### src/pbcs_regs.vh
// Register offsets, field positions and timing constants of the PHY basic block.
`ifndef PBCS_REGS_VH
`define PBCS_REGS_VH
`define PBCS_ADDR_CONTROL 5'h00
`define PBCS_ADDR_STATUS 5'h01
`define PBCS_CTL_SPEED_LSB 13
`define PBCS_CTL_AN_ENABLE 12
`define PBCS_CTL_ISOLATE 10
`define PBCS_CTL_RESTART_AN 9
`define PBCS_CTL_DUPLEX 8
`define PBCS_CTL_COL_TEST 7
`define PBCS_CTL_SPEED_MSB 6
`define PBCS_CTL_WRITE_MASK 16'h27C0
`define PBCS_ST_AN_COMPLETE 5
`define PBCS_ST_REMOTE_FAULT 4
`define PBCS_ST_LINK 2
`define PBCS_ST_FIXED 16'h7948
`define PBCS_SPEED_10 2'h0
`define PBCS_SPEED_100 2'h1
`define PBCS_SPEED_1000 2'h2
`define PBCS_COL_ASSERT_BITS 512
`define PBCS_COL_RELEASE_BITS 4
`endif

### src/pbcs_latch_bit.v
// One event-latched status bit that releases after a management read.
`timescale 1ns/10ps
`default_nettype none
module pbcs_latch_bit #(
  parameter IDLE_VALUE = 1'b0
)
(
  input wire ref_clk,
  input wire srst,
  input wire event_in,
  input wire release_ok,
  input wire read_done,
  output reg value
);
  // Hold the event against the idle level; a new event beats the release.
  always @(posedge ref_clk)
  begin
    // Both latches power up showing no event and no link, so reset is low.
    if (srst)
      value <= 1'b0;
    else if (event_in)
      value <= ~IDLE_VALUE;
    else if (read_done && release_ok)
      value <= IDLE_VALUE;
  end
endmodule
`default_nettype wire

### src/pbcs_basic_regs.v
// Basic mode control and status registers of an Ethernet PHY.
`timescale 1ns/10ps
`default_nettype none
`include "pbcs_regs.vh"
module pbcs_basic_regs #(
  parameter CLK_PERIOD_NS = 50,
  parameter BIT_TIME_NS = 100
)
(
  input wire ref_clk,
  input wire srst,
  input wire [4:0] reg_addr,
  input wire reg_wr,
  input wire reg_rd,
  input wire [15:0] reg_wdata,
  output reg [15:0] reg_rdata,
  input wire strap_an_enable,
  input wire strap_full_duplex,
  input wire an_started,
  input wire an_complete,
  input wire far_end_fault,
  input wire partner_remote_fault,
  input wire link_good,
  input wire tx_en,
  output wire an_restart,
  output wire an_enable,
  output wire mii_isolate,
  output wire forced_full_duplex,
  output wire [1:0] forced_speed,
  output reg col
);
  // Bit-time budgets turned into clock counts; both round down,
  // and never below one cycle.
  localparam ASSERT_NS = `PBCS_COL_ASSERT_BITS * BIT_TIME_NS;
  localparam RELEASE_NS = `PBCS_COL_RELEASE_BITS * BIT_TIME_NS;
  localparam ASSERT_CYC_RAW = ASSERT_NS / CLK_PERIOD_NS;
  localparam RELEASE_CYC_RAW = RELEASE_NS / CLK_PERIOD_NS;
  localparam ASSERT_CYC = (ASSERT_CYC_RAW < 1) ? 1 : ASSERT_CYC_RAW;
  localparam RELEASE_CYC = (RELEASE_CYC_RAW < 1) ? 1 : RELEASE_CYC_RAW;
  localparam S_IDLE = 3'b001;
  localparam S_RESTART = 3'b010;
  localparam S_RUN = 3'b100;

  ////////////////////////////////////////////////////////////////////////
  reg [15:0] ctl;
  reg [2:0] an_state;
  reg [2:0] next_an_state;
  reg strap_seen;
  wire wr_ctl;
  wire rd_status;
  wire remote_fault;
  wire link_status;

  assign wr_ctl = reg_wr && (reg_addr == `PBCS_ADDR_CONTROL);
  assign rd_status = reg_rd && (reg_addr == `PBCS_ADDR_STATUS);

  // Straps are caught by a clocked process in the first cycle after reset.
  always @(posedge ref_clk)
  begin
    if (srst)
    begin
      ctl <= 16'h0040;
      strap_seen <= 1'b0;
    end
    else
    begin
      if (!strap_seen)
      begin
        strap_seen <= 1'b1;
        ctl[`PBCS_CTL_AN_ENABLE] <= strap_an_enable;
        ctl[`PBCS_CTL_DUPLEX] <= strap_full_duplex;
      end
      else if (wr_ctl)
      begin
        ctl[`PBCS_CTL_SPEED_LSB] <= reg_wdata[`PBCS_CTL_SPEED_LSB];
        ctl[`PBCS_CTL_AN_ENABLE] <= reg_wdata[`PBCS_CTL_AN_ENABLE];
        ctl[`PBCS_CTL_ISOLATE] <= reg_wdata[`PBCS_CTL_ISOLATE];
        ctl[`PBCS_CTL_DUPLEX] <= reg_wdata[`PBCS_CTL_DUPLEX];
        ctl[`PBCS_CTL_COL_TEST] <= reg_wdata[`PBCS_CTL_COL_TEST];
        ctl[`PBCS_CTL_SPEED_MSB] <= reg_wdata[`PBCS_CTL_SPEED_MSB];
      end
      // Restart bit: set only while negotiation is enabled, cleared by
      // hardware at start or by software without stopping the process.
      if (wr_ctl && reg_wdata[`PBCS_CTL_RESTART_AN]
          && reg_wdata[`PBCS_CTL_AN_ENABLE] && strap_seen)
        ctl[`PBCS_CTL_RESTART_AN] <= 1'b1;
      else if (an_state == S_RUN && an_started)
        ctl[`PBCS_CTL_RESTART_AN] <= 1'b0;
      else if (wr_ctl && strap_seen)
        ctl[`PBCS_CTL_RESTART_AN] <= 1'b0;
    end
  end

  ////////////////////////////////////////////////////////////////////////
  // The restart request is pulsed once through S_RESTART and kept
  // pending in S_RUN until the engine confirms start, so a software clear
  // of the visible bit cannot cancel it.
  always @*
  begin
    next_an_state = an_state;
    case (an_state)
      S_IDLE:
        if (wr_ctl && strap_seen && reg_wdata[`PBCS_CTL_RESTART_AN]
            && reg_wdata[`PBCS_CTL_AN_ENABLE])
          next_an_state = S_RESTART;
      S_RESTART:
        next_an_state = S_RUN;
      S_RUN:
        if (an_started)
          next_an_state = S_IDLE;
      default:
        next_an_state = S_IDLE;
    endcase
  end

  always @(posedge ref_clk)
  begin
    if (srst)
      an_state <= S_IDLE;
    else
      an_state <= next_an_state;
  end

  assign an_restart = (an_state == S_RESTART);
  assign an_enable = ctl[`PBCS_CTL_AN_ENABLE];
  assign mii_isolate = ctl[`PBCS_CTL_ISOLATE];
  // Forced duplex and the speed LSB are held at zero when negotiation owns
  // the link; the speed MSB still passes through from the control register.
  assign forced_full_duplex = an_enable ? 1'b0
                            : ctl[`PBCS_CTL_DUPLEX];
  assign forced_speed = {ctl[`PBCS_CTL_SPEED_MSB],
                         an_enable ? 1'b0
                         : ctl[`PBCS_CTL_SPEED_LSB]};

  ////////////////////////////////////////////////////////////////////////
  // Collision test: col follows tx_en after delays equal to the two budgets,
  // 512 bit times to assert and 4 to release. Isolation also silences it since the port is detached.
  reg [15:0] col_cnt;
  always @(posedge ref_clk)
  begin
    if (srst)
    begin
      col <= 1'b0;
      col_cnt <= 16'h0000;
    end
    else if (!ctl[`PBCS_CTL_COL_TEST] || mii_isolate)
    begin
      col <= 1'b0;
      col_cnt <= 16'h0000;
    end
    else if (tx_en != col)
    begin
      if (tx_en && col_cnt >= ASSERT_CYC[15:0] - 16'h0001)
      begin
        col <= 1'b1;
        col_cnt <= 16'h0000;
      end
      else if (!tx_en && col_cnt >= RELEASE_CYC[15:0] - 16'h0001)
      begin
        col <= 1'b0;
        col_cnt <= 16'h0000;
      end
      else
        col_cnt <= col_cnt + 16'h0001;
    end
    else
      col_cnt <= 16'h0000;
  end

  ////////////////////////////////////////////////////////////////////////
  pbcs_latch_bit #(
    .IDLE_VALUE(1'b0)
  )
  u_remote_fault
  (
    .ref_clk(ref_clk),
    .srst(srst),
    .event_in(far_end_fault || partner_remote_fault),
    .release_ok(1'b1),
    .read_done(rd_status),
    .value(remote_fault)
  );

  // Link latch resets low and may rise only through a read with good link.
  pbcs_latch_bit #(
    .IDLE_VALUE(1'b1)
  )
  u_link
  (
    .ref_clk(ref_clk),
    .srst(srst),
    .event_in(~link_good),
    .release_ok(link_good),
    .read_done(rd_status),
    .value(link_status)
  );

  ////////////////////////////////////////////////////////////////////////
  // Read data are registered; the latches are sampled in the same cycle
  // they release, so the returned value is the one held before the read.
  always @(posedge ref_clk)
  begin
    if (srst)
      reg_rdata <= 16'h0000;
    else if (reg_rd)
    begin
      if (reg_addr == `PBCS_ADDR_CONTROL)
        reg_rdata <= ctl & `PBCS_CTL_WRITE_MASK
                     | (ctl & 16'h1000);
      else if (reg_addr == `PBCS_ADDR_STATUS)
      begin
        reg_rdata <= `PBCS_ST_FIXED;
        reg_rdata[`PBCS_ST_AN_COMPLETE] <= an_complete;
        reg_rdata[`PBCS_ST_REMOTE_FAULT] <= remote_fault;
        reg_rdata[`PBCS_ST_LINK] <= link_status;
      end
      else
        reg_rdata <= 16'h0000;
    end
  end
endmodule
`default_nettype wire

### config.mk
export PLATFORM = sky130hd
export DESIGN_NAME = pbcs_basic_regs
export DESIGN_NICKNAME = d
export VERILOG_FILES = /design/src/pbcs_latch_bit.v /design/src/pbcs_basic_regs.v
export VERILOG_INCLUDE_DIRS = /design/src /design/src/src
export SDC_FILE = /design/constraint.sdc
export NUM_CORES = 1
export LEC_CHECK = 0
export ABC_AREA = 1
export BUFFER_PORTS_ARGS = -buffer_cell sky130_fd_sc_hd__buf_4
export CAP_MARGIN = 10
export CORE_ASPECT_RATIO = 1.2
export CORE_MARGIN = 5
export CORE_UTILIZATION = 40
export DETAILED_ROUTE_END_ITERATION = 10
export PLACE_DENSITY = 0.65
export SLEW_MARGIN = 30
export SYNTH_ARGS = -nofsm -noshare
export SYNTH_HDL_FRONTEND = slang
export SYNTH_SLANG_ARGS = --single-unit
### constraint.sdc
create_clock -name ref_clk -period 2.6 [get_ports ref_clk]
set_input_delay 0.65 -clock ref_clk [delete_from_list [all_inputs] [get_ports ref_clk]]
set_output_delay 0.65 -clock ref_clk [all_outputs]
set_load 0.01 [all_outputs]
== Word level (Yosys, flattened, before mapping) ==
Cells that the tools add are included.
Operators by class
  bitwise operators: 3
  magnitude comparators: 2
  reductions and logical operators: 26
  equal/unequal tests: 8
  add/sub/neg operators: 1
  multiplexer cells: 19
Operator list (count)
  15-bit 2-to-1 mux: 2
  16-bit by 1-bit adder with 16-bit output, second input constant: 1
  16-bit by 10-bit >= comparator with 1-bit output, second input constant: 1
  16-bit by 3-bit >= comparator with 1-bit output, second input constant: 1
  14-bit by 13-bit bitwise OR with 14-bit output: 1
  1-bit 2-to-1 mux: 13
  1-bit logical AND: 12
  3-bit 2-to-1 mux: 3
  3-bit one-hot mux with 3 select lines: 1
  2-bit AND reduction: 3
  5-bit by 1-bit equality test with 1-bit output, second input constant: 1
  5-bit zero test: 1
  5-bit OR reduction: 1
  2-bit inequality test, second input constant: 2
  2-bit nonzero test: 2
  2-bit OR reduction: 2
  3-bit by 1-bit equality test with 1-bit output, second input constant: 1
  3-bit by 2-bit equality test with 1-bit output, second input constant: 1
  3-bit equality test, second input constant: 1
  3-bit nonzero test: 1
  1-bit zero test: 2
  1-bit logical OR: 2
  2-bit by 1-bit inequality test with 1-bit output, second input constant: 1
  1-bit inverter: 2
  1-bit inequality test: 1
Word-level totals
  register bits: 46
  output and inout bits: 23
  input bits: 33
  logic and storage cells: 69

== Depth between registers and ports, before layout ==
Gate-level depths: netlist of the first run.
  depth after elaboration: 7
  depth in mapped cells: 8
  mapped depth without buffers: 8

== Cells and area by module ==
From an unflattened synthesis of the first run, not the netlist that was laid out.
Second synthesis, totals
  cell total of the unflattened synthesis: 233
  area, all modules: 1735.4 um^2
Modules (own cells, without submodules)
  pbcs_basic_regs: sequential area each 780.7 um^2, cells each 221, area an instance 1652.8 um^2, times used 1
  pbcs_latch_bit (u_link): sequential area each 20.0 um^2, cells each 7, area an instance 42.5 um^2, times used 1
  pbcs_latch_bit (u_remote_fault): sequential area each 20.0 um^2, cells each 5, area an instance 40.0 um^2, times used 1

== Worst setup path before layout of the first run ==
Ideal clock, no wire load.
  path type: input to register
  start: input port reg_addr[3]
  end: register an_state[0]
  setup slack: 1.123 ns
  arrival time: 1.348 ns
  buffers on the path: 0
  library setup time: 0.129 ns
  stages: 8
  data required time: 2.471 ns
  path through: nor2_2 > nand3_2 > inv_4 > nand2_4 > nor2_8 > nand3_4 > nand2_1 > nand3_1
On the way
  cells in the longest elaborated chain, start to end: 7
RTL lines
  from (decl): line pbcs_basic_regs.v:12  | input wire [4:0] reg_addr,
  5-bit zero test (no line)
  1-bit logical AND: line pbcs_basic_regs.v:54  | assign wr_ctl = reg_wr && (reg_addr == `PBCS_ADDR_CONTROL);
  1-bit logical AND (3 in a row): line pbcs_basic_regs.v:103  | if (wr_ctl && strap_seen && reg_wdata[`PBCS_CTL_RESTART_AN]
  2-bit inequality test (no line)
  2-bit AND reduction (no line)
  to (signal assigned): line pbcs_basic_regs.v:121  | an_state <= next_an_state;
  to (decl): line pbcs_basic_regs.v:46  | reg [2:0] an_state;
No other way between the ends.
A chain may end at the register's enable or synchronous reset.

== Final worst setup path of the first run ==
  start: register an_state[1]
  end: output port an_restart
On the way
  cells in the longest elaborated chain, start to end: 1
RTL lines
  3-bit by 2-bit equality test with 1-bit output: line pbcs_basic_regs.v:124  | assign an_restart = (an_state == S_RESTART);
  to (decl): line pbcs_basic_regs.v:25  | output wire an_restart,
No other way between the ends.

==> out/results.tsv, run 1 <==
metric	value	unit
status	finished, final reports clean	
width of the chip	71.1	µm
vias per cell	4.57	
layout cell share with drive strength beyond 1	0.250	
asr flop ratio synth	0	
share of the synthesized area in the top cell type	0.458	
full die area	5920	µm²
Most used DFF post-synth	dfxtp_1	
CTS tree	built	
Inst Count DP	328	
final WL	3.46	mm
Synth cell types	29	
Syn Area/Cell	7.78	µm²
Multi-input gate area	836	µm²
peak supply drop	0.249	mV
CTS clk-pin slew, worst paths	0.07	ns
R2R depth	8	
Cell Rows	26	
Global Route Usage Sum	0.129	
GP Congestion	0.813	
Slew Viols, Final	0	
filler cell count	462	
biggest area consumer among synthesized cells	dfxtp_1	
LEAKAGE	0.000951	µW
type of the worst setup path	flip-flop to output pin	
#FFs+latches synth	41	
H-Tree Depth	2	
cts repair resizes	0	
largest net degree at the start of global routing	16	
initial antenna violation count	0	
reg-to-reg endpoint	col_cnt[3]	
top post-synthesis cells by area	dfxtp_1 (46%), nand2_1 (9.9%), nor2_1 (5.5%)	
Final setup viols	0	
Vias	1535	
number of synthesized flops with an enable pin	0	
Crit. Startpoint	an_state[1]	
# IOs	56	
Post-CTS Setup Inserts	0	
Max Cap Viol	0	
fin crit share	0.652	
Fmax	590	MHz
worst reg2reg startpoint	col_cnt[0]	
DRC Markers	0	
most numerous cell in the Yosys netlist	nand2_1	
Post-Syn Area	1790	µm²
clock latency on the worst-skew pair	0.29	ns
nets@finish	313	
Post-Route Setup TNS	0	ns
wire per inst	10.3	µm
met2 routed WL	1.57	mm
Die Y	83.3	µm
max layer used	met4	
Power per Cell Area	502	nW/µm²
Syn Inst Count	230	
Worst Setup End Kind	output pin	
area of the core	4290	µm²
Reg area	821	µm²
global-route wire length before repair	6.21	mm
number of global-route vias before repair	1437	
IO buf count	43	
clock buffer depth	2	
initial DRC count	79	
Worst EP arrival	1.04	ns
RSZ-0062 raised after global routing	no	
area delta synth->final	25.2	%
total global routing overflow	0	
diodes inserted	0	
final hold vios	0	
hold crit path type	flip-flop to flip-flop	
sequential element share of the synthesized area	0.458	
startpoint types	flip-flop	
Detail Route Antenna Nets	0	
Initial Util	0.417	
cell at the root of the clock tree	clkbuf_8	
CTS sink count	41	
Final HPWL DP	2.68	mm
hold_buf cts	0	
Num CTS Buffers	5	
fin cells	336	
crit path to	an_restart	
fin crit period	1.69	ns
worst-path fanout max	3	
Critical Path RT	1.95	ns
Synthesis Warnings	0	
wl on met1	1.60	mm
most instantiated cells after synthesis	nand2_1 (47), dfxtp_1 (41), nor2_1 (26)	
routed wl met3	196	µm
R2R setup slack	1.22	ns
DRT Pass-1 Iters	4	
Setup Skew	0.00270	ns
==> cells by family after synthesis <==
group           count (synthesis)  share of synthesized area
simple gates                  119                      0.340
flops                          41                      0.458
buf+inv                        37                     0.0915
compound gates                 27                     0.0818
xor+xnor                        4                     0.0196
fa+ha+maj                       1                    0.00699
other cells                     1                    0.00209
==> report_power, final <==
part           switching (µW)  leakage, µW  internal [µW]  total, µW
Sequential               7.41     0.000334            641        648
Clock                     206    0.0000385            190        395
Combinational            43.0     0.000578           39.9       82.9
Total                     256     0.000951            870       1130
==> metrics by stage <==
stage	setup WS [ns]	hold WS (ns)	util	power [µW]	instance area, µm²
2_1_floorplan	1.12	0.438	-	702	1820
3_3_place_gp	0.790	0.455	0.502	745	2160
3_5_place_dp	0.758	0.456	0.502	746	2160
4_1_cts	0.893	0.468	0.522	1150	2240
5_1_grt	0.766	0.494	0.522	1190	2240
6_report	0.905	0.467	0.522	1130	2240
==> sequential cells by signal, indices dropped and copies added (netlist names) <==
signal                flops
an_state                  3
col                       1
col_cnt                  16
ctl                       7
reg_rdata                11
strap_seen                1
u_link.value              1
u_remote_fault.value      1
==> routing by layer <==
layer,GRT usage,up-vias
li1,-,819
met1,0.160,674
met2,0.197,36
met3,0.0435,6
met4,0.0667,0
met5,0,-
==> critical path: stages, from the launching register on <==
cell and delay, ns:
dfxtp_1 0.34, inv_1 0.07, nor3_1 0.19, buf_4 0.17
==> area by class of cell <==
type	count	area share
sequential	41	0.366
clock inverter	1	0.00335
clock buffer	7	0.0341
tap	56	0.0313
timing repair buffer	43	0.144
multi-input combinational	160	0.373
inverter	28	0.0480
==> placed cells by master (no fill, tap or decap), drive strengths merged, types with 2 or more instances in the layout <==
cell     n
o21ai   10
a31oi    4
nand3   20
dfxtp   41
xor2     4
nor3    15
conb     9
nand4    2
a21oi   12
nand2   51
inv     28
clkbuf   7
nor2    29
buf     43
==> worst min-delay path by stage <==
stage | startpoint | end | slack (ns) | depth (start not counted)
final | ctl[9] | reg_rdata[9] | 0.47 | 2
after global routing | reg_rdata[2] | reg_rdata[2] | 0.49 | 2
after CTS | u_remote_fault.value | u_remote_fault.value | 0.47 | 2
after detailed placement | u_remote_fault.value | u_remote_fault.value | 0.46 | 2
after global placement | u_remote_fault.value | u_remote_fault.value | 0.46 | 2
after floorplan | ctl[9] | reg_rdata[9] | 0.44 | 2
No activity file was read; power rests on OpenSTA's default activity.
==> inputs of run 2 (changes only) <==
--- a/config.mk
+++ b/config.mk
@@ -13,7 +13,7 @@
 export CORE_MARGIN = 5
 export CORE_UTILIZATION = 40
 export DETAILED_ROUTE_END_ITERATION = 10
-export PLACE_DENSITY = 0.65
+export PLACE_DENSITY = 0.68
 export SLEW_MARGIN = 30
 export SYNTH_ARGS = -nofsm -noshare
 export SYNTH_HDL_FRONTEND = slang
==> constraint.sdc (replaced) <==
create_clock -name ref_clk -period 1.5 [get_ports ref_clk]
set_input_delay 0.375 -clock ref_clk [delete_from_list [all_inputs] [get_ports ref_clk]]
set_output_delay 0.375 -clock ref_clk [all_outputs]
set_load 0.01 [all_outputs]
==> run 2 against run 1 <==
Register-to-register slack got worse by 1.1 ns. Hold slack got worse by 0.16 ns. First-iteration DRC count is 3.8% lower. Sequential share of layout area is 1.0 points lower. Utilization up 1.5 points. Sequential power is 73% higher. Flip-flop and latch count unchanged. Critical endpoint is now col_cnt[6]. Highest routed layer unchanged.
==> out/results.tsv, run 2 (synthesis results as in run 1) <==
metric	value	unit
diodes inserted	0	
Worst path max stage delay	0.34	ns
H-Tree Depth	2	
width of the chip	71.1	µm
Slew Viols, Final	0	
worst-path fanout max	10	
Post-Route Setup TNS	0	ns
area delta synth->final	28.8	%
Detail Route Antenna Nets	0	
layout cell share with drive strength beyond 1	0.277	
fin crit share	0.914	
Place WS	0.122	ns
full die area	5920	µm²
Worst Setup End Kind	flip-flop	
global-route wire length before repair	6.18	mm
Die Y	83.3	µm
GP Congestion	0.798	
Reg area	821	µm²
initial antenna violation count	0	
max FFs per register	16	
Inst Count DP	333	
Cell Rows	26	
CTS sink count	41	
met3 track utilization from global routing	0.0338	
CTS clk-pin slew, worst paths	0.08	ns
nets@finish	318	
clock latency on the worst-skew pair	0.29	ns
Top reg by flops	col_cnt	
most frequent cells in the layout	buf_4 (48), nand2_1 (47), dfxtp_1 (41), nor2_1 (26), inv_1 (24)	
startpoint types	flip-flop	
Regs by FF count	col_cnt (16), reg_rdata (11), ctl (7)	
DP Area	2190	µm²
Critical Path RT	1.71	ns
LEAKAGE	0.000991	µW
total power	2050	µW
DRC Markers	0	
total global routing overflow	0	
filler cell count	428	
Worst EP arrival	1.58	ns
cell at the root of the clock tree	clkbuf_8	
most common cell after layout, fill and taps aside	buf_4	
CP Buf/Inv Count	1	
crit-path cells	ha_1, inv_1, o21ai_1, nor2_1, nand2_1, nand2_2, nand3_4, nor3_1	
vias per cell	4.57	
number of global-route vias before repair	1433	
# IOs	56	
Multi-input gate area	846	µm²
Max Cap Viol	0	
Final setup viols	0	
area of the core	4290	µm²
clock buffer depth	2	
GR peak layer	met2	
Fmax	729	MHz
peak supply drop	0.597	mV
CTS tree	built	
CP delay by family, top	simple AND/OR/NAND/NOR gates	
Vias	1560	
design area	2310	µm²
final hold vios	0	
Power per Cell Area	889	nW/µm²
hold crit path type	primary input to flip-flop	
IO buf count	43	
wire per inst	11.0	µm
final WL	3.75	mm
met2 track demand over resource	0.219	
largest net degree at the start of global routing	15	
Num CTS Buffers	5	
fin crit period	1.37	ns
final setup margin	0.129	ns
RSZ-0062 raised after global routing	yes	
met1 GRT Util	0.150	
status	finished, final reports clean	
type of the worst setup path	flip-flop to flip-flop	
Global Route Usage Sum	0.127	
Initial Util	0.417	
fin cells	341	
Final HPWL DP	2.95	mm
Critical-path top delay cell	dfxtp_1	
Setup Skew	0.00738	ns
DRT Pass-1 Iters	4	
initial DRC count	76	
[run 2: what timing repair did]
action,4_1_cts,5_1_grt
gates resized for setup,0,2
endpoints found under the setup margin,0,5
hold buffers,0,0
buffers inserted,0,0
[run 2: per-layer routing]
layer / up-vias / share of wire
li1: 830 / -
met1: 695 / 0.43
met2: 33 / 0.52
met3: 2 / 0.049
met4: 0 / 0.0072
met5: - / 0
[run 2: metrics by stage]
step           utilization  hold WS [ns]
2_1_floorplan            -         0.438
3_3_place_gp         0.511         0.454
3_5_place_dp         0.511         0.455
4_1_cts              0.535         0.297
5_1_grt              0.537         0.316
6_report             0.537         0.306
[run 2: worst min-delay path, delay by kind of cell]
| kind | cells | cell delay, ns |
|---|---|---|
| buffers and inverters | 1 | 0.07 |
| and+or+nand+nor | 2 | 0.10 |
[run 2: final cells by class]
class,instances,area share
Clock inverter,1,0.00217
Clock buffer,7,0.0418
Tap cell,56,0.0304
Sequential cell,41,0.356
Timing Repair Buffer,48,0.156
Multi-Input combinational cell,160,0.367
Inverter,28,0.0467
[run 2: path summary, 6_finish.rpt]
path / startpoint / endpoint / slack, ns / cells after the start
worst min register to register: u_remote_fault.value / u_remote_fault.value / 0.46 / 2
worst max-delay path: col_cnt[0] / col_cnt[6] / 0.13 / 8
worst max register to register: col_cnt[0] / col_cnt[6] / 0.13 / 8
worst min-delay path: reg_wdata[6] / ctl[6] / 0.31 / 3
[run 2: where the power goes]
part | total [µW] | switching, µW | internal (µW)
Combinational | 153 | 77.9 | 75.3
Clock | 774 | 358 | 416
Sequential | 1120 | 13.1 | 1110
==> inputs of run 3 (changes only) <==
--- a/config.mk
+++ b/config.mk
@@ -11,9 +11,10 @@
 export CAP_MARGIN = 10
 export CORE_ASPECT_RATIO = 1.2
 export CORE_MARGIN = 5
-export CORE_UTILIZATION = 40
+export CORE_UTILIZATION = 45
+export CTS_CLUSTER_SIZE = 14
 export DETAILED_ROUTE_END_ITERATION = 10
-export PLACE_DENSITY = 0.68
+export PLACE_DENSITY = 0.75
 export SLEW_MARGIN = 30
 export SYNTH_ARGS = -nofsm -noshare
 export SYNTH_HDL_FRONTEND = slang
==> run 3 against run 2 <==
Non-clock buffer count up 1. Die area down 9.7%. Utilization rose by 6.4 points. Clock skew decreased by 0.0023 ns. Maximum frequency is 0.35% lower. Cell area grew 1.9%. Critical path depth is the same. Count of clock-buffer cells in the layout fell by 2. Via count up 2.8%. Hold slack lost 0.0091 ns. Critical path type unchanged.
==> out/results.tsv, run 3 (synthesis results as in run 1) <==
metric	value	unit
Vias	1604	
final setup margin	0.124	ns
Top reg by flops	col_cnt	
Max Cap Viol	0	
LEAKAGE	0.000994	µW
layout cell share with drive strength beyond 1	0.289	
number of global-route vias before repair	1485	
cell at the root of the clock tree	clkbuf_8	
fin crit period	1.38	ns
largest net degree at the start of global routing	15	
Power per Cell Area	926	nW/µm²
CTS clk-pin slew, worst paths	0.08	ns
Regs by FF count	col_cnt (16), reg_rdata (11), ctl (7)	
Num CTS Buffers	5	
DRT Pass-1 Iters	5	
initial DRC count	45	
total power	2180	µW
max FFs per register	16	
final WL	4.00	mm
Worst Setup End Kind	flip-flop	
global-route wire length before repair	6.41	mm
vias per cell	4.70	
Fmax	727	MHz
Die Y	79.1	µm
final hold vios	0	
Final setup viols	0	
CTS sink count	41	
Reg area	821	µm²
Worst EP arrival	1.60	ns
type of the worst setup path	flip-flop to flip-flop	
nets@finish	320	
Final HPWL DP	2.88	mm
Slew Viols, Final	0	
clock latency on the worst-skew pair	0.30	ns
H-Tree Depth	2	
full die area	5350	µm²
Initial Util	0.458	
initial antenna violation count	0	
clock buffer depth	2	
Multi-input gate area	871	µm²
IO buf count	43	
width of the chip	67.6	µm
most frequent cells in the layout	buf_4 (49), nand2_1 (47), dfxtp_1 (41), nor2_1 (26), inv_1 (24)	
CTS tree	built	
status	finished, final reports clean	
Cell Rows	25	
Setup Skew	0.00507	ns
peak supply drop	0.843	mV
# IOs	56	
DRC Markers	0	
Detail Route Antenna Nets	0	
area delta synth->final	31.2	%
most common cell after layout, fill and taps aside	buf_4	
startpoint types	flip-flop	
total global routing overflow	0	
Global Route Usage Sum	0.159	
wire per inst	11.7	µm
Critical Path RT	1.73	ns
filler cell count	378	
diodes inserted	0	
worst-path fanout max	5	
area of the core	3910	µm²
Place WS	0.115	ns
GP Congestion	0.786	
hold crit path type	primary input to flip-flop	
fin crit share	0.917	
## run 3: metal layers
layer | track usage | vias up | wire, µm
met5 | 0 | - | 0
met4 | 0.0730 | 0 | 72
met3 | 0.0424 | 6 | 194
met2 | 0.270 | 35 | 2070
met1 | 0.182 | 723 | 1660
li1 | - | 840 | -
## run 3: critical path, cell delays in order (launching register included)
cell and delay (ns):
dfxtp_1 0.36, ha_2 0.22, inv_1 0.07, o21ai_1 0.07, nor2_1 0.10, nand2_1 0.07
nand2_2 0.13, nand3_4 0.14, nor3_2 0.15
## run 3: where the power goes
part	internal [µW]	switching, µW	total, µW	leakage, µW
registers	1110	13.7	1120	0.000334
logic	77.0	80.0	157	0.000605
clock network	498	398	896	0.0000543
## run 3: final cells by class
cell class,instances,share of cell area
inverters,28,0.0458
multi-input cells,161,0.371
clock inverters,3,0.0197
repair buffers,49,0.157
clock buffers,5,0.0293
flip-flops and latches,41,0.349
well taps,54,0.0288
## run 3: timing repair
item | in CTS | in global routing
hold buffers | 0 | 0
endpoints found under the hold margin | 0 | 0
buffers inserted | 0 | 0
endpoints found under the setup margin | 0 | 9
resized for setup | 0 | 5
## run 3: metrics by stage
step / hold WS [ns] / instances / utilization / area [µm²] / setup TNS, ns
after floorplan: 0.438 / 238 / - / 1820 / 0
after CTS: 0.292 / 340 / 0.592 / 2310 / 0
final: 0.297 / 341 / 0.601 / 2350 / 0
after global routing: 0.291 / 341 / 0.601 / 2350 / -0.00636
after global placement: 0.447 / 332 / 0.563 / 2200 / 0
after detailed placement: 0.453 / 332 / 0.563 / 2200 / 0
## run 3: final timing paths
kind | from | end | slack [ns] | cells past startpoint
max | col_cnt[0] | col_cnt[0] | 0.12 | 8
min | reg_wdata[10] | ctl[10] | 0.30 | 3
max reg2reg | col_cnt[0] | col_cnt[0] | 0.12 | 8
min reg2reg | reg_rdata[5] | reg_rdata[5] | 0.47 | 2
